File: src/clkbuf_cfg_pkg.sv
`default_nettype none
package clkbuf_cfg_pkg;
  // Byte locations of the bank
  localparam logic [7:0] FREQ_SLEW_OFS = 8'h03;
  localparam logic [7:0] RSVD_A_OFS = 8'h04;
  localparam logic [7:0] REV_VENDOR_OFS = 8'h05;
  localparam logic [7:0] DEV_TYPE_OFS = 8'h06;
  localparam logic [7:0] READ_COUNT_OFS = 8'h07;
  localparam logic [7:0] RSVD_B_OFS = 8'h08;
  localparam logic [7:0] RSVD_C_OFS = 8'h09;
  localparam logic [7:0] PD_RETAIN_OFS = 8'h0a;
  localparam logic [7:0] STOP_FB_IMP_OFS = 8'h0b;
  localparam logic [7:0] OUT0_IMP_OFS = 8'h0c;

  // Field positions
  localparam int FREQ_EN_BIT = 5;
  localparam int FREQ_HI_BIT = 4;
  localparam int FREQ_LO_BIT = 3;
  localparam int FB_SLEW_BIT = 0;
  localparam int RETAIN_BIT = 6;
  localparam int IMP_HI_BIT = 7;
  localparam int IMP_LO_BIT = 6;
  localparam int STOP_HI_BIT = 1;
  localparam int STOP_LO_BIT = 0;
  localparam int COUNT_HI_BIT = 4;

  // Writable bits per byte; everything else keeps its default
  localparam logic [7:0] FREQ_SLEW_WMASK = 8'h39;
  localparam logic [7:0] DEV_TYPE_WMASK = 8'hff;
  localparam logic [7:0] READ_COUNT_WMASK = 8'h1f;
  localparam logic [7:0] PD_RETAIN_WMASK = 8'h40;
  localparam logic [7:0] STOP_FB_IMP_WMASK = 8'hc3;
  localparam logic [7:0] OUT0_IMP_WMASK = 8'hc0;

  // Values after reset (impedance bits filled per variant)
  localparam logic [7:0] FREQ_SLEW_RST = 8'hc5;
  localparam logic [7:0] READ_COUNT_RST = 8'h08;
  localparam logic [7:0] PD_RETAIN_RST = 8'h40;
  localparam logic [7:0] STOP_FB_IMP_RST = 8'h00;
  localparam logic [7:0] OUT0_IMP_RST = 8'h00;
  localparam logic [1:0] FREQ_APPLIED_RST = 2'h0;

  // Arbitrary identity values
  localparam logic [3:0] REVISION_CODE = 4'h3;
  localparam logic [3:0] VENDOR_CODE = 4'ha;
  localparam logic [1:0] PART_CATEGORY = 2'h3;
  localparam logic [5:0] PART_IDENTIFIER = 6'h05;

  // Encodings
  localparam logic [1:0] FREQ_RESERVED = 2'h3;
  localparam logic [1:0] IMP_33 = 2'h0;
  localparam logic [1:0] IMP_85 = 2'h1;
  localparam logic [1:0] IMP_100 = 2'h2;
  localparam logic [1:0] STOP_LOW_LOW = 2'h0;
  localparam logic [1:0] STOP_HIZ = 2'h1;
  localparam logic [1:0] STOP_HIGH_LOW = 2'h2;
  localparam logic [1:0] STOP_LOW_HIGH = 2'h3;
  localparam logic [1:0] VARIANT_100 = 2'h0;
  localparam logic [1:0] VARIANT_85 = 2'h1;
  localparam logic [1:0] VARIANT_FACTORY = 2'h2;

  // Serial framing
  localparam logic [3:0] ACK_SLOT = 4'h8;
  localparam logic [3:0] LAST_BIT = 4'h7;
  localparam logic [1:0] BYTE_ADDR = 2'h0;
  localparam logic [1:0] BYTE_INDEX = 2'h1;
  localparam logic [1:0] BYTE_COUNT = 2'h2;
  localparam logic [1:0] BYTE_DATA = 2'h3;

  typedef enum logic [1:0] {ST_IDLE, ST_RX, ST_TX} link_state_t;
endpackage : clkbuf_cfg_pkg
`default_nettype wire

File: src/clock_buffer_config_regs.sv
// What this block does
// - Software frequency-change enable bit, 1 enables, resets to 0.
// - Frequency select 00=100M, 01=50M, 10=125M, 11 reserved; applied only when enabled.
// - Feedback slew bit: 0 slow, 1 fast, resets to 1.
// - Read-only identity byte: revision code high nibble, vendor code low nibble.
// - Device type byte: 2-bit category on top, 6-bit identifier below.
// - Writable 5-bit readback length is sent as the block-read byte count, defaults to 8; the host's refusal ends the read.
// - Retain bit: 0 clears config in power-down, 1 keeps it; resets to 1.
// - Stop-state field: 00 low/low, 01 hi-z, 10 high/low, 11 low/high.
// - Feedback impedance in top two bits: 33, 85, 100 ohm, 11 reserved.
// - Output0 impedance in top bits of own byte, same coding; rest reserved.
// - Impedance resets: 01 on 85-ohm variant, factory on the factory variant, 10 otherwise.
// - Byte locations 4, 8 and 9 are reserved, no function.
// - Block read sends byte count first, then data from the chosen index.
// - Output0 enable bit low overrides pin and forces the stop state.
`default_nettype none
module clock_buffer_config_regs
  import clkbuf_cfg_pkg::*;
#(
  parameter logic [1:0] IMP_VARIANT = VARIANT_100,
  parameter logic [1:0] FACTORY_FB_IMP = IMP_100,
  parameter logic [1:0] FACTORY_OUT0_IMP = IMP_100
) (
  // Clock and reset
  input wire logic i_mclk,
  input wire logic i_nrst,
  // Serial management link
  input wire logic [6:0] i_slave_addr,
  input wire logic i_scl,
  input wire logic i_sda,
  output logic o_sda_o,
  output logic o_sda_oe,
  // Power and output control
  input wire logic i_powerdown,
  input wire logic i_output0_enable_bit,
  input wire logic i_out0_pin_enable,
  // Configuration to the clock path
  output logic [1:0] o_freq_pick,
  output logic o_feedback_edge_speed,
  output logic [1:0] o_feedback_out_impedance,
  output logic [1:0] o_output0_impedance_sel,
  output logic [1:0] o_stopped_output_levels,
  output logic o_powerdown_config_retain,
  // Output0 stop-state drive
  output logic o_out0_stopped,
  output logic o_out0_true_level,
  output logic o_out0_comp_level,
  output logic o_out0_hiz
);

  typedef struct packed {
    link_state_t st;
    logic scl_q;
    logic sda_q;
    logic [3:0] bitcnt;
    logic [7:0] shreg;
    logic [1:0] byte_no;
    logic is_read;
    logic ack_drive;
    logic host_nak;
    logic [7:0] index;
    logic [7:0] freq_slew;
    logic [7:0] dev_type;
    logic [7:0] read_count;
    logic [7:0] pd_retain;
    logic [7:0] stop_fb_imp;
    logic [7:0] out0_imp;
    logic [1:0] freq_applied;
    logic out0_stopped;
    logic out0_true;
    logic out0_comp;
    logic out0_hiz;
  } state_t;

  // Impedance default depends on the built variant
  localparam logic [1:0] FB_IMP_DEF = (IMP_VARIANT == VARIANT_85) ? IMP_85 :
    (IMP_VARIANT == VARIANT_FACTORY) ? FACTORY_FB_IMP : IMP_100;
  localparam logic [1:0] OUT0_IMP_DEF = (IMP_VARIANT == VARIANT_85) ? IMP_85 :
    (IMP_VARIANT == VARIANT_FACTORY) ? FACTORY_OUT0_IMP : IMP_100;
  localparam logic [7:0] STOP_FB_DEF = STOP_FB_IMP_RST | {FB_IMP_DEF, 6'h00};
  localparam logic [7:0] OUT0_DEF = OUT0_IMP_RST | {OUT0_IMP_DEF, 6'h00};
  localparam logic [7:0] DEV_TYPE_RST = {PART_CATEGORY, PART_IDENTIFIER};
  // Bit counter parked here after a start, so the start's own clock fall
  // wraps it to zero instead of being counted as a data bit
  localparam logic [3:0] PRE_FIRST = 4'hf;

  localparam state_t RESET_STATE = '{
    st: ST_IDLE, scl_q: 1'b1, sda_q: 1'b1, bitcnt: 4'h0, shreg: 8'h00,
    byte_no: BYTE_ADDR, is_read: 1'b0, ack_drive: 1'b0, host_nak: 1'b0,
    index: 8'h00, freq_slew: FREQ_SLEW_RST, dev_type: DEV_TYPE_RST,
    read_count: READ_COUNT_RST, pd_retain: PD_RETAIN_RST,
    stop_fb_imp: STOP_FB_DEF, out0_imp: OUT0_DEF,
    freq_applied: FREQ_APPLIED_RST, out0_stopped: 1'b0,
    out0_true: 1'b0, out0_comp: 1'b0, out0_hiz: 1'b0};

  state_t s_r;
  state_t s_nxt;

  // Masked update keeps reserved bits at their defaults
  function automatic logic [7:0] merge(input logic [7:0] old, input logic [7:0] d,
                                       input logic [7:0] m);
    merge = (old & ~m) | (d & m);
  endfunction : merge

  // Readback mux; unimplemented and reserved locations return zero
  function automatic logic [7:0] read_byte(input state_t s, input logic [7:0] a);
    logic [7:0] v;
    v = 8'h00;
    unique case (a)
      FREQ_SLEW_OFS: v = s.freq_slew;
      REV_VENDOR_OFS: v = {REVISION_CODE, VENDOR_CODE};
      DEV_TYPE_OFS: v = s.dev_type;
      READ_COUNT_OFS: v = s.read_count;
      PD_RETAIN_OFS: v = s.pd_retain;
      STOP_FB_IMP_OFS: v = s.stop_fb_imp;
      OUT0_IMP_OFS: v = s.out0_imp;
      default: v = 8'h00;
    endcase
    read_byte = v;
  endfunction : read_byte

  logic start_cond;
  logic stop_cond;
  logic scl_rise;
  logic scl_fall;
  logic tx_pull;

  // Bus conditions from the previous sample of both lines
  assign start_cond = s_r.scl_q & i_scl & s_r.sda_q & ~i_sda;
  assign stop_cond = s_r.scl_q & i_scl & ~s_r.sda_q & i_sda;
  assign scl_rise = ~s_r.scl_q & i_scl;
  assign scl_fall = s_r.scl_q & ~i_scl;

  // Sent bits only pull low; a one is left to the pull-up
  assign tx_pull = s_r.st == ST_TX && s_r.bitcnt < ACK_SLOT && !s_r.shreg[7];

  // Next-state logic for link, register bank and outputs
  always_comb begin
    s_nxt = s_r;
    // One sample of both lines kept for edge detection
    s_nxt.scl_q = i_scl;
    s_nxt.sda_q = i_sda;
    if (start_cond) begin
      // Repeated start keeps the index so a read follows the pointer write
      s_nxt.st = ST_RX;
      s_nxt.bitcnt = PRE_FIRST;
      s_nxt.byte_no = BYTE_ADDR;
      s_nxt.ack_drive = 1'b0;
      s_nxt.host_nak = 1'b0;
    end else if (stop_cond) begin
      s_nxt.st = ST_IDLE;
      s_nxt.ack_drive = 1'b0;
    end else if (s_r.st != ST_IDLE) begin
      // Bits and the host acknowledge are taken on the rising clock
      if (scl_rise) begin
        if (s_r.bitcnt < ACK_SLOT && s_r.st == ST_RX) begin
          s_nxt.shreg = {s_r.shreg[6:0], i_sda};
        end
        if (s_r.bitcnt == ACK_SLOT && s_r.st == ST_TX) begin
          s_nxt.host_nak = i_sda;
        end
      end else if (scl_fall) begin
        // Anything that moves the data line waits for the falling clock
        if (s_r.bitcnt == LAST_BIT) begin
          s_nxt.bitcnt = ACK_SLOT;
          if (s_r.st == ST_RX) begin
            s_nxt.ack_drive = 1'b1;
            unique case (s_r.byte_no)
              BYTE_ADDR: begin
                // Upper seven bits are the address, bit 0 the direction
                if (s_r.shreg[7:1] == i_slave_addr) begin
                  s_nxt.is_read = s_r.shreg[0];
                  s_nxt.byte_no = BYTE_INDEX;
                end else begin
                  // Not our address: stay off the bus until the next start
                  s_nxt.ack_drive = 1'b0;
                  s_nxt.st = ST_IDLE;
                end
              end
              BYTE_INDEX: begin
                // Pointer for the writes that follow and for a later read
                s_nxt.index = s_r.shreg;
                s_nxt.byte_no = BYTE_COUNT;
              end
              BYTE_COUNT: begin
                // Host count is accepted; bytes are written until stop
                s_nxt.byte_no = BYTE_DATA;
              end
              BYTE_DATA: begin
                // Pointer steps over ignored places too, so bursts stay aligned
                s_nxt.index = s_r.index + 8'h01;
                unique case (s_r.index)
                  FREQ_SLEW_OFS: s_nxt.freq_slew =
                    merge(s_r.freq_slew, s_r.shreg, FREQ_SLEW_WMASK);
                  DEV_TYPE_OFS: s_nxt.dev_type =
                    merge(s_r.dev_type, s_r.shreg, DEV_TYPE_WMASK);
                  READ_COUNT_OFS: s_nxt.read_count =
                    merge(s_r.read_count, s_r.shreg, READ_COUNT_WMASK);
                  PD_RETAIN_OFS: s_nxt.pd_retain =
                    merge(s_r.pd_retain, s_r.shreg, PD_RETAIN_WMASK);
                  STOP_FB_IMP_OFS: s_nxt.stop_fb_imp =
                    merge(s_r.stop_fb_imp, s_r.shreg, STOP_FB_IMP_WMASK);
                  OUT0_IMP_OFS: s_nxt.out0_imp =
                    merge(s_r.out0_imp, s_r.shreg, OUT0_IMP_WMASK);
                  default: s_nxt.index = s_r.index + 8'h01;
                endcase
              end
            endcase
          end else begin
            s_nxt.ack_drive = 1'b0; // Release for the host acknowledge
          end
        end else if (s_r.bitcnt == ACK_SLOT) begin
          // Ninth clock over: release the line and pick the next step
          s_nxt.bitcnt = 4'h0;
          s_nxt.ack_drive = 1'b0;
          if (s_r.st == ST_RX && s_r.is_read && s_r.byte_no == BYTE_INDEX) begin
            // Read address taken: the byte count goes out first
            s_nxt.st = ST_TX;
            s_nxt.host_nak = 1'b0;
            s_nxt.shreg = {3'h0, s_r.read_count[COUNT_HI_BIT:0]};
          end else if (s_r.st == ST_TX) begin
            // Host acknowledge continues the read, a refusal ends it
            if (s_r.host_nak) begin
              s_nxt.st = ST_IDLE;
            end else begin
              s_nxt.shreg = read_byte(s_r, s_r.index);
              s_nxt.index = s_r.index + 8'h01;
            end
          end
        end else begin
          // Plain data bit: count it and, when sending, expose the next one
          s_nxt.bitcnt = s_r.bitcnt + 4'h1;
          if (s_r.st == ST_TX) begin
            s_nxt.shreg = {s_r.shreg[6:0], 1'b0};
          end
        end
      end
    end

    // Frequency follows the select bits only while software may change it
    if (s_r.freq_slew[FREQ_EN_BIT] &&
        s_r.freq_slew[FREQ_HI_BIT:FREQ_LO_BIT] != FREQ_RESERVED) begin
      s_nxt.freq_applied = s_r.freq_slew[FREQ_HI_BIT:FREQ_LO_BIT];
    end

    // Disabled output0 is forced to the selected stop levels
    s_nxt.out0_stopped = ~i_output0_enable_bit | ~i_out0_pin_enable;
    unique case (s_r.stop_fb_imp[STOP_HI_BIT:STOP_LO_BIT])
      STOP_LOW_LOW: begin
        s_nxt.out0_true = 1'b0;
        s_nxt.out0_comp = 1'b0;
        s_nxt.out0_hiz = 1'b0;
      end
      STOP_HIZ: begin
        s_nxt.out0_true = 1'b0;
        s_nxt.out0_comp = 1'b0;
        s_nxt.out0_hiz = 1'b1;
      end
      STOP_HIGH_LOW: begin
        s_nxt.out0_true = 1'b1;
        s_nxt.out0_comp = 1'b0;
        s_nxt.out0_hiz = 1'b0;
      end
      STOP_LOW_HIGH: begin
        s_nxt.out0_true = 1'b0;
        s_nxt.out0_comp = 1'b1;
        s_nxt.out0_hiz = 1'b0;
      end
    endcase

    // Power-down without retention restores defaults; it wins over a write
    if (i_powerdown && !s_r.pd_retain[RETAIN_BIT]) begin
      s_nxt.freq_slew = FREQ_SLEW_RST;
      s_nxt.dev_type = DEV_TYPE_RST;
      s_nxt.read_count = READ_COUNT_RST;
      s_nxt.pd_retain = PD_RETAIN_RST;
      s_nxt.stop_fb_imp = STOP_FB_DEF;
      s_nxt.out0_imp = OUT0_DEF;
      s_nxt.freq_applied = FREQ_APPLIED_RST;
    end
  end

  // Single state register
  always_ff @(posedge i_mclk) begin
    if (!i_nrst) begin
      s_r <= RESET_STATE;
    end else begin
      s_r <= s_nxt;
    end
  end

  // Open-drain data line: only ever pulled low
  assign o_sda_o = 1'b0;
  assign o_sda_oe = s_r.ack_drive | tx_pull;

  // Outputs straight from the state register: bank fields, applied frequency and output0 stop drive
  assign o_freq_pick = s_r.freq_applied;
  assign o_feedback_edge_speed = s_r.freq_slew[FB_SLEW_BIT];
  assign o_feedback_out_impedance = s_r.stop_fb_imp[IMP_HI_BIT:IMP_LO_BIT];
  assign o_output0_impedance_sel = s_r.out0_imp[IMP_HI_BIT:IMP_LO_BIT];
  assign o_stopped_output_levels = s_r.stop_fb_imp[STOP_HI_BIT:STOP_LO_BIT];
  assign o_powerdown_config_retain = s_r.pd_retain[RETAIN_BIT];
  assign o_out0_stopped = s_r.out0_stopped;
  assign o_out0_true_level = s_r.out0_true;
  assign o_out0_comp_level = s_r.out0_comp;
  assign o_out0_hiz = s_r.out0_hiz;

endmodule : clock_buffer_config_regs
`default_nettype wire

File: config.mk
export PLATFORM = sky130hd
export DESIGN_NAME = clock_buffer_config_regs
export DESIGN_NICKNAME = d
export VERILOG_FILES = /design/src/clkbuf_cfg_pkg.sv /design/src/clock_buffer_config_regs.sv
export SDC_FILE = /design/constraint.sdc
export NUM_CORES = 1
export LEC_CHECK = 0
export ABC_AREA = 1
export BUFFER_PORTS_ARGS = -buffer_cell sky130_fd_sc_hd__buf_4
export CORE_MARGIN = 3
export CORE_UTILIZATION = 25
export CTS_CLUSTER_DIAMETER = 120
export DETAILED_ROUTE_END_ITERATION = 8
export SLEW_MARGIN = 5
export SYNTH_ARGS = -nofsm -noshare
export SYNTH_HDL_FRONTEND = slang
export SYNTH_SLANG_ARGS = --single-unit
File: constraint.sdc
create_clock -name i_mclk -period 3.3 [get_ports i_mclk]
set_input_delay 0.495 -clock i_mclk [delete_from_list [all_inputs] [get_ports i_mclk]]
set_output_delay 0.495 -clock i_mclk [all_outputs]
set_load 0.02 [all_outputs]
* After elaboration in Yosys (flattened, before gate mapping) *
Cells that the tools add are included.

cells by class
  equality and inequality tests = 56
  multiplexer cells = 62
  $add $sub $neg = 2
  bitwise gates (word level) = 24
  reductions and logical operators = 41
  order comparisons = 1

operators by type and width
  cell                                                                      number
  73-bit 2-to-1 mux                                                         6
  8-bit 2-to-1 mux                                                          17
  56-bit 2-to-1 mux                                                         2
  48-bit 2-to-1 mux                                                         2
  9-bit AND reduction                                                       10
  5-bit by 4-bit inequality test with 1-bit output (second input constant)  13
  8-bit one-hot mux with 7 select lines                                     1
  8-bit by 3-bit == test with 1-bit output (second input constant)          3
  8-bit by 4-bit == test with 1-bit output (second input constant)          3
  6-bit by 5-bit inequality test with 1-bit output (second input constant)  4
  2-bit 2-to-1 mux                                                          9
  6-bit inequality test (second input constant)                             3
  4-bit 2-to-1 mux                                                          4
  6-bit by 8-bit bitwise OR with 8-bit output                               2
  8-bit one-hot mux with 2 select lines                                     1
  15-bit 2-to-1 mux                                                         1
  1-bit 2-to-1 mux                                                          12
  12-bit 2-to-1 mux                                                         1
  3-bit one-hot mux with 4 select lines                                     1
  3-bit nonzero test                                                        4
  11-bit AND reduction                                                      1
  2-bit == test (second input constant)                                     5
  10-bit 2-to-1 mux                                                         1
  2-bit inequality test (second input constant)                             5
  other kinds (36)                                                          75

storage, ports and cells
  bits in registers = 83
  output and inout port bits = 16
  input bits = 14
  word-level logic and storage cells = 208

* Depth between registers and ports, before layout *
Gate-level depths: netlist (run 1).

  word-level depth = 16
  depth in mapped cells = 14
  gate-level depth less buffers = 13

* Worst setup path before layout (run 1) *
Ideal clock, no wire load.

  path type = input port to flip-flop
  from = input port i_scl
  to = register s_r[33] in the netlist's numbering
  setup slack = 1.497 ns
  required time = 3.180 ns
  buffers on the path = 1
  cell stages on the path = 9
  library setup time = 0.120 ns
  data arrival time = 1.684 ns
  cell sequence = ha_1 nand3_4 nand2_4 nor2_1 buf_6 nand2_1 nand4_1 a21oi_1 o21ai_1

on the way
  longest elaborated chain between the ends = 5
  elaborated cells on any way between the ends = 17
  those cells by class = 5 x eq/ne; 11 x bitwise; 1 x reduce/logical

RTL lines
  item                                                                                       line                                                              text
  start, declared                                                                            clock_buffer_config_regs.sv:29                                    input wire logic i_scl,
  1-bit AND                                                                                  clock_buffer_config_regs.sv:129, clock_buffer_config_regs.sv:130
  1-bit AND (on tied branches) (2 in series)                                                 clock_buffer_config_regs.sv:129, clock_buffer_config_regs.sv:130
  5-bit by 4-bit inequality test with 1-bit output (no source line) (tied with other cells)  --
  9-bit AND reduction (no source line) (*)                                                   --
  end signal, assigned                                                                       clock_buffer_config_regs.sv:288                                   s_r <= s_nxt;
  end, declared                                                                              clock_buffer_config_regs.sv:96                                    state_t s_r;

Mark *: on every way between the ends. The rest lies on a longest branch, timed or not.
A chain may end at the register's enable or synchronous reset.

* Final worst setup path (run 1) *
  from = register s_r[75] in the netlist's numbering
  to = register s_r[61] in the netlist's numbering

on the way
  longest elaborated chain between the ends = 7
  elaborated cells on any way between the ends = 15
  those cells by class = 8 x eq/ne; 6 x mux; 1 x reduce/logical

RTL lines
  item                                      line                             text
  4-bit by 3-bit == test with 1-bit output  clock_buffer_config_regs.sv:164  if (s_r.bitcnt == LAST_BIT) begin
  8-bit 2-to-1 mux                          clock_buffer_config_regs.sv:164
  73-bit 2-to-1 mux                         clock_buffer_config_regs.sv:162  end else if (scl_fall) begin
  73-bit 2-to-1 mux                         clock_buffer_config_regs.sv:155  if (scl_rise) begin
  73-bit 2-to-1 mux                         clock_buffer_config_regs.sv:153  end else if (s_r.st != ST_IDLE) begin
  73-bit 2-to-1 mux                         clock_buffer_config_regs.sv:150  end else if (stop_cond) begin
  73-bit 2-to-1 mux                         clock_buffer_config_regs.sv:143  if (start_cond) begin

Parallel ways exist; a longest one is shown, timed or not. The select of a mux whose other input is x is not followed.

==> summary.md, run 1 <==
| Metric | Value |
|---|---|
| Cells taking the most area after synthesis | sky130_fd_sc_hd__dfxtp_1, sky130_fd_sc_hd__nand2_1, sky130_fd_sc_hd__nor2_1 |
| Post-synth top flop | sky130_fd_sc_hd__dfxtp_1 |
| Cell area reported after detailed placement | 0.00403 mm² |
| Gpl congestion | 0.950 |
| Die W | 127 µm |
| Setup repair after global routing missed its margin | false |
| End-of-flow core utilization | 0.304 |
| FF+latch count, synth | 59 |
| Final Critical Period | 2.14 ns |
| Post-DR vias/cell | 4.60 |
| CTS sink cnt | 59 |
| Vertical die dimension | 127 µm |
| Global-route wire length before repair | 16700 µm |
| Number of instances in the synthesized netlist | 573 |
| Detailed router's first-iteration violation count | 174 |
| Setup Viol. Count Final | 0 |
| Worst setup slack after placement | 1.01 ns |
| Cell with the largest stage delay on the worst path | sky130_fd_sc_hd__dfxtp_1 |
| Hold buffer count at cts | 0 |
| CP Data Required Time | 3.52 ns |
| Post-route cell area | 0.00430 mm² |
| H-tree depth | 3 |
| Core region area | 0.0141 mm² |
| Routed WL | 10000 µm |
| Die Footprint | 0.0162 mm² |
| Delay of the slowest cell on the worst path | 0.40 ns |
| Clock insertion delay at the later pin of the skew report | 0.34 ns |
| Final-report hold violation count | 0 |
| Max clock buf depth | 2 |
| Crit path arrival time | 2.36 ns |
| Buffers inserted during post-CTS setup optimization | 0 |
| Post-synthesis cell area | 0.00368 mm² |
| Post-detailed-placement half-perimeter wirelength | 7640 µm |
| Site row count | 43 |
| Count of final max-slew check failures | 0 |
| Syn-to-layout area delta | 16.9% |
| Clock skew | 0.00568 ns |
| Most area-hungry cell type in the Yosys netlist | sky130_fd_sc_hd__dfxtp_1 |
| Number of nets at the end of the flow | 627 |
| Io pins | 30 |
| Worst vdd rail ir drop | 0.000239 V |
| Mean cell area of the mapped netlist | 6.42 µm² |
| Quantity of I/O buffers inserted on ports | 28 |
| Fmax achieved | 467 MHz |
| Synth warnings | 0 |
| Register area share after synthesis | 0.321 |
| Post-CTS resize count | 0 |
| Worst setup path category | flop to flop |
| Final routed wire length divided by cell count | 12.8 µm |
| Largest net degree at the start of global routing | 20 |
| Starting utilization of the core area | 0.260 |
| First-pass detailed-route iteration total | 5 |
| Total Power Consumption | 1.88 mW |
| Number of buffers added by the clock tree synthesis step | 9 |
| Fill cell instance count of the final layout | 1535 |
| Global-route usage over all layers | 0.128 |
| Share of Yosys cell area claimed by the top area cell type | 0.321 |
| Root Buffer | sky130_fd_sc_hd__clkbuf_16 |
| TNS Setup | 0 ns |
| Highest fanout seen on the critical path | 14 |
| Critical path endpoint category | flop |
| Distinct cells, synth | 36 |
| Fraction of synthesis flops using an asynchronous set or reset pin | 0 |
| TritonCTS clock tree | done |
| Initial antenna violation count | 0 |
| Power per standard cell area | 436 mW/mm² |
| Leakage | 1.87 nW |
| Max-Cap Viols | 0 |
| Largest delay contributor family on the critical path | simple AND/OR/NAND/NOR gates |
| FF/Latch Area | 0.00118 mm² |
| Layout cells sized above 1 | 0.134 |
| Period Utilization, post-route | 0.648 |
| Diodes inserted | 0 |
| Remaining number of nets flagged by the antenna check after routing | 0 |
| Via count of the first global-routing pass | 3417 |
| List of cells traversed by the critical path | ha_1, nand2_1, nor2_1, nand2_1, nor2_1, o21ai_1, nand2_1, nor2_4, o21ai_0, nor2_1 |
| DRC | 0 |
| Status | complete, no violations |
| Clock transition at the register clock pins on the worst setup and hold paths after CTS | 0.05 ns |
| Worst Hold Class | input pin to flop |
| Count of buffering cells on the critical path with inverters included | 0 |
| Area occupied by multi-input gates | 0.00212 mm² |
| Net count of the mapped netlist | 601 |
| Number of flops mapped to enable cells by yosys | 0 |
| Worst path setup slack after routing | 1.16 ns |
| Overflow left after global routing | 0 |
| Startpoint type of the worst setup path | flop |
| Total vias in the final route | 3610 |
## stage by stage
stage	hold slack [ns]	cells
after floorplan	0.441	573
after global placement	0.463	768
after detailed placement	0.470	768
after CTS	0.325	784
after global routing	0.332	784
final	0.329	784
## layer usage
layer | wire, µm | up-vias | track usage
li1 | - | 1874 | -
met1 | 4820 | 1626 | 0.173
met2 | 4350 | 93 | 0.197
met3 | 664 | 17 | 0.0339
met4 | 189 | 0 | 0.0467
met5 | 0 | - | 0
## power by group
part	total, mW	internal (mW)	switching (mW)
Sequential	0.784	0.747	0.0370
Combinational	0.237	0.0849	0.152
Clock	0.856	0.505	0.350
## synth_stat cells (7+ instances only)
cell,number
sky130_fd_sc_hd__a21oi_1,41
sky130_fd_sc_hd__buf_4,10
sky130_fd_sc_hd__dfxtp_1,59
sky130_fd_sc_hd__ha_1,14
sky130_fd_sc_hd__inv_1,64
sky130_fd_sc_hd__inv_2,7
sky130_fd_sc_hd__nand2_1,135
sky130_fd_sc_hd__nand3_1,28
sky130_fd_sc_hd__nand4_1,9
sky130_fd_sc_hd__nor2_1,100
sky130_fd_sc_hd__nor2_4,7
sky130_fd_sc_hd__nor3_1,8
sky130_fd_sc_hd__o21ai_0,34
sky130_fd_sc_hd__o21ai_1,11
## path summary, 6_finish.rpt
path                              from                        end  slack, ns  cells past startpoint
setup / recovery  s_r[75]$_SDFFE_PN0P_       s_r[61]$_SDFFE_PN0P_       1.16                     10
hold reg to reg   s_r[44]$_SDFFE_PP1P_       s_r[44]$_SDFFE_PP1P_       0.48                      2
hold / removal       i_out0_pin_enable  o_out0_stopped$_SDFF_PN0_       0.33                      2
setup reg to reg  s_r[75]$_SDFFE_PN0P_       s_r[61]$_SDFFE_PN0P_       1.16                     10
## state kept, by name, summed over array words and instances (netlist names)
name                       cells
s_r                           45
o_out0_true_level              1
o_out0_stopped                 1
o_out0_hiz                     1
o_out0_comp_level              1
o_feedback_edge_speed          1
o_output0_impedance_sel        2
o_stopped_output_levels        2
o_feedback_out_impedance       2
o_freq_pick                    2
o_powerdown_config_retain      1
## cells in the final DEF, fill, tap and decap left out, types with 8 or more instances in the layout
master,synthesis,layout
sky130_fd_sc_hd__nand3_1,28,28
sky130_fd_sc_hd__dfxtp_1,59,59
sky130_fd_sc_hd__ha_1,14,14
sky130_fd_sc_hd__inv_1,64,64
sky130_fd_sc_hd__nor3_1,8,8
sky130_fd_sc_hd__nor2_1,100,100
sky130_fd_sc_hd__o21ai_1,11,11
sky130_fd_sc_hd__o21ai_0,34,34
sky130_fd_sc_hd__a21oi_1,41,41
sky130_fd_sc_hd__buf_4,10,31
sky130_fd_sc_hd__clkbuf_16,0,9
sky130_fd_sc_hd__nand2_1,135,135
sky130_fd_sc_hd__nand4_1,9,9
## layout make-up
class / count / area share
Clock buffer: 10 / 0.0532
Inverter: 71 / 0.0620
Multi-Input combinational cell: 427 / 0.494
Tap cell: 180 / 0.0524
Clock inverter: 6 / 0.00989
Sequential cell: 59 / 0.275
Timing Repair Buffer: 31 / 0.0541
## cell families (layout without fill, tap and decap cells)
logic type,Yosys count,after routing,share of synthesized area
adder cells (fa/ha/maj),14,14,0.0476
flip-flops,59,59,0.321
AO/OA/AOI/OAI,98,98,0.140
XOR/XNOR,6,6,0.0143
other,1,1,0.00102
AND/OR/NAND/NOR,308,308,0.374
buffers and inverters,87,118,0.101
Power figures use the tool's default switching activity.
==> inputs of run 2 (changes only) <==
- clock period: 3.3 -> 1.8 ns (I/O delays scaled with it)
==> summary.md, run 2 (synthesis results as in run 1) <==
| Metric | Value |
|---|---|
| Status | complete, no violations |
| H-tree depth | 3 |
| Most flops, register | s_r |
| Root Buffer | sky130_fd_sc_hd__clkbuf_16 |
| Routed WL | 11100 µm |
| Number of nets at the end of the flow | 690 |
| Area occupied by multi-input gates | 0.00242 mm² |
| Leakage | 2.26 nW |
| Layout cells sized above 1 | 0.307 |
| TritonCTS clock tree | done |
| Critical path endpoint category | flop |
| Period Utilization, post-route | 0.977 |
| Total vias in the final route | 3896 |
| CP Data Required Time | 2.03 ns |
| Worst Hold Class | input pin to flop |
| Global-route wire length before repair | 17500 µm |
| Final routed wire length divided by cell count | 13.1 µm |
| First-pass detailed-route iteration total | 5 |
| Largest register FFs | 45 |
| Most common cell after layout, fill and taps aside | sky130_fd_sc_hd__nand2_1 |
| Clock skew | 0.00622 ns |
| Post-route cell area | 0.00516 mm² |
| Diodes inserted | 0 |
| Final-report hold violation count | 0 |
| Hold buffer count at cts | 0 |
| Quantity of I/O buffers inserted on ports | 28 |
| Fill cell instance count of the final layout | 1483 |
| Setup repair after global routing missed its margin | true |
| Most used cells in the layout excluding fill and tap cells | sky130_fd_sc_hd__nand2_1, sky130_fd_sc_hd__nor2_1, sky130_fd_sc_hd__buf_4 |
| Gpl congestion | 0.904 |
| Crit path arrival time | 1.99 ns |
| Post-detailed-placement half-perimeter wirelength | 8180 µm |
| Highest fanout seen on the critical path | 5 |
| DRC | 0 |
| CTS sink cnt | 59 |
| Startpoint type of the worst setup path | flop |
| Site row count | 43 |
| Via count of the first global-routing pass | 3550 |
| Detailed router's first-iteration violation count | 230 |
| Max-Cap Viols | 0 |
| Worst hold slack after final layout | 0.104 ns |
| Syn-to-layout area delta | 40.2% |
| Core region area | 0.0141 mm² |
| Worst setup path category | flop to flop |
| Total Power Consumption | 3.89 mW |
| Global-route usage over all layers | 0.135 |
| Largest net degree at the start of global routing | 19 |
| Number of buffers added by the clock tree synthesis step | 9 |
| Max clock buf depth | 2 |
| Die Footprint | 0.0162 mm² |
| Post-DR vias/cell | 4.60 |
| Die W | 127 µm |
| Clock transition at the register clock pins on the worst setup and hold paths after CTS | 0.05 ns |
| Remaining number of nets flagged by the antenna check after routing | 0 |
| Clock insertion delay at the later pin of the skew report | 0.34 ns |
| Overflow left after global routing | 0 |
| Cell area reported after detailed placement | 0.00441 mm² |
| Setup Viol. Count Final | 0 |
| Initial antenna violation count | 0 |
| Final Critical Period | 1.76 ns |
| Power per standard cell area | 755 mW/mm² |
| Count of final max-slew check failures | 0 |
| Fmax achieved | 569 MHz |
| Starting utilization of the core area | 0.260 |
| Io pins | 30 |
| Vertical die dimension | 127 µm |
| Worst vdd rail ir drop | 0.000520 V |
| FF/Latch Area | 0.00120 mm² |
-- run 2: worst paths after layout --
check	end	slack, ns	start	cells past startpoint
worst max-delay path	o_stopped_output_levels[0]$_SDFFE_PP0P_	0.04	s_r[75]$_SDFFE_PN0P_	11
worst min-delay path	o_out0_stopped$_SDFF_PN0_	0.10	i_out0_pin_enable	2
worst max register to register	o_stopped_output_levels[0]$_SDFFE_PP0P_	0.04	s_r[75]$_SDFFE_PN0P_	11
worst min register to register	s_r[63]$_SDFFE_PP0P_	0.48	s_r[63]$_SDFFE_PP0P_	2
-- run 2: timing repair --
item                                   CTS  global route
cloned                                   0             3
setup endpoints to repair               29            47
setup buffers                            2             8
resized for setup                        9            95
pin swaps                                2            30
endpoints found under the hold margin    0             0
-- run 2: layer usage --
layer	wire length, µm	vias to the layer above	track usage
li1	-	2012	-
met1	5120	1741	0.180
met2	5030	119	0.212
met3	689	24	0.0360
met4	297	0	0.0467
met5	0	-	0
-- run 2: cell type report --
| cell class | count | share of cell area |
|---|---|---|
| clock buffers | 10 | 0.0444 |
| clock inverters | 6 | 0.0172 |
| inverters | 71 | 0.0541 |
| multi-input cells | 429 | 0.470 |
| flip-flops and latches | 59 | 0.232 |
| well taps | 180 | 0.0437 |
| repair buffers | 92 | 0.138 |
-- run 2: critical path: stages, from the launching register on --
cell and delay, ns:
sky130_fd_sc_hd__dfxtp_2 0.36, sky130_fd_sc_hd__ha_2 0.24, sky130_fd_sc_hd__nand3_4 0.12, sky130_fd_sc_hd__nor2_4 0.16
sky130_fd_sc_hd__inv_1 0.08, sky130_fd_sc_hd__nand2_4 0.08, sky130_fd_sc_hd__nand2_4 0.07, sky130_fd_sc_hd__nor2_4 0.13
sky130_fd_sc_hd__buf_12 0.15, sky130_fd_sc_hd__nand2_8 0.07, sky130_fd_sc_hd__o21ai_2 0.13, sky130_fd_sc_hd__nor2_1 0.05
-- run 2: per-stage QoR --
stage | setup slack, ns | instances | utilization | TNS [ns]
2_1_floorplan | 0.148 | 573 | - | 0
3_5_place_dp | -0.145 | 818 | 0.311 | -1.60
4_1_cts | 0.00761 | 836 | 0.336 | 0
6_report | 0.0422 | 847 | 0.364 | 0
5_1_grt | -0.0585 | 847 | 0.364 | -0.591
3_3_place_gp | -0.0635 | 818 | 0.311 | -0.507
-- run 2: report_power, final --
group          internal, mW  switching, mW  leakage (nW)  total, mW
clock                  1.21          0.638         0.149       1.85
sequential             1.37         0.0622         0.484       1.43
combinational         0.252          0.356          1.63      0.608
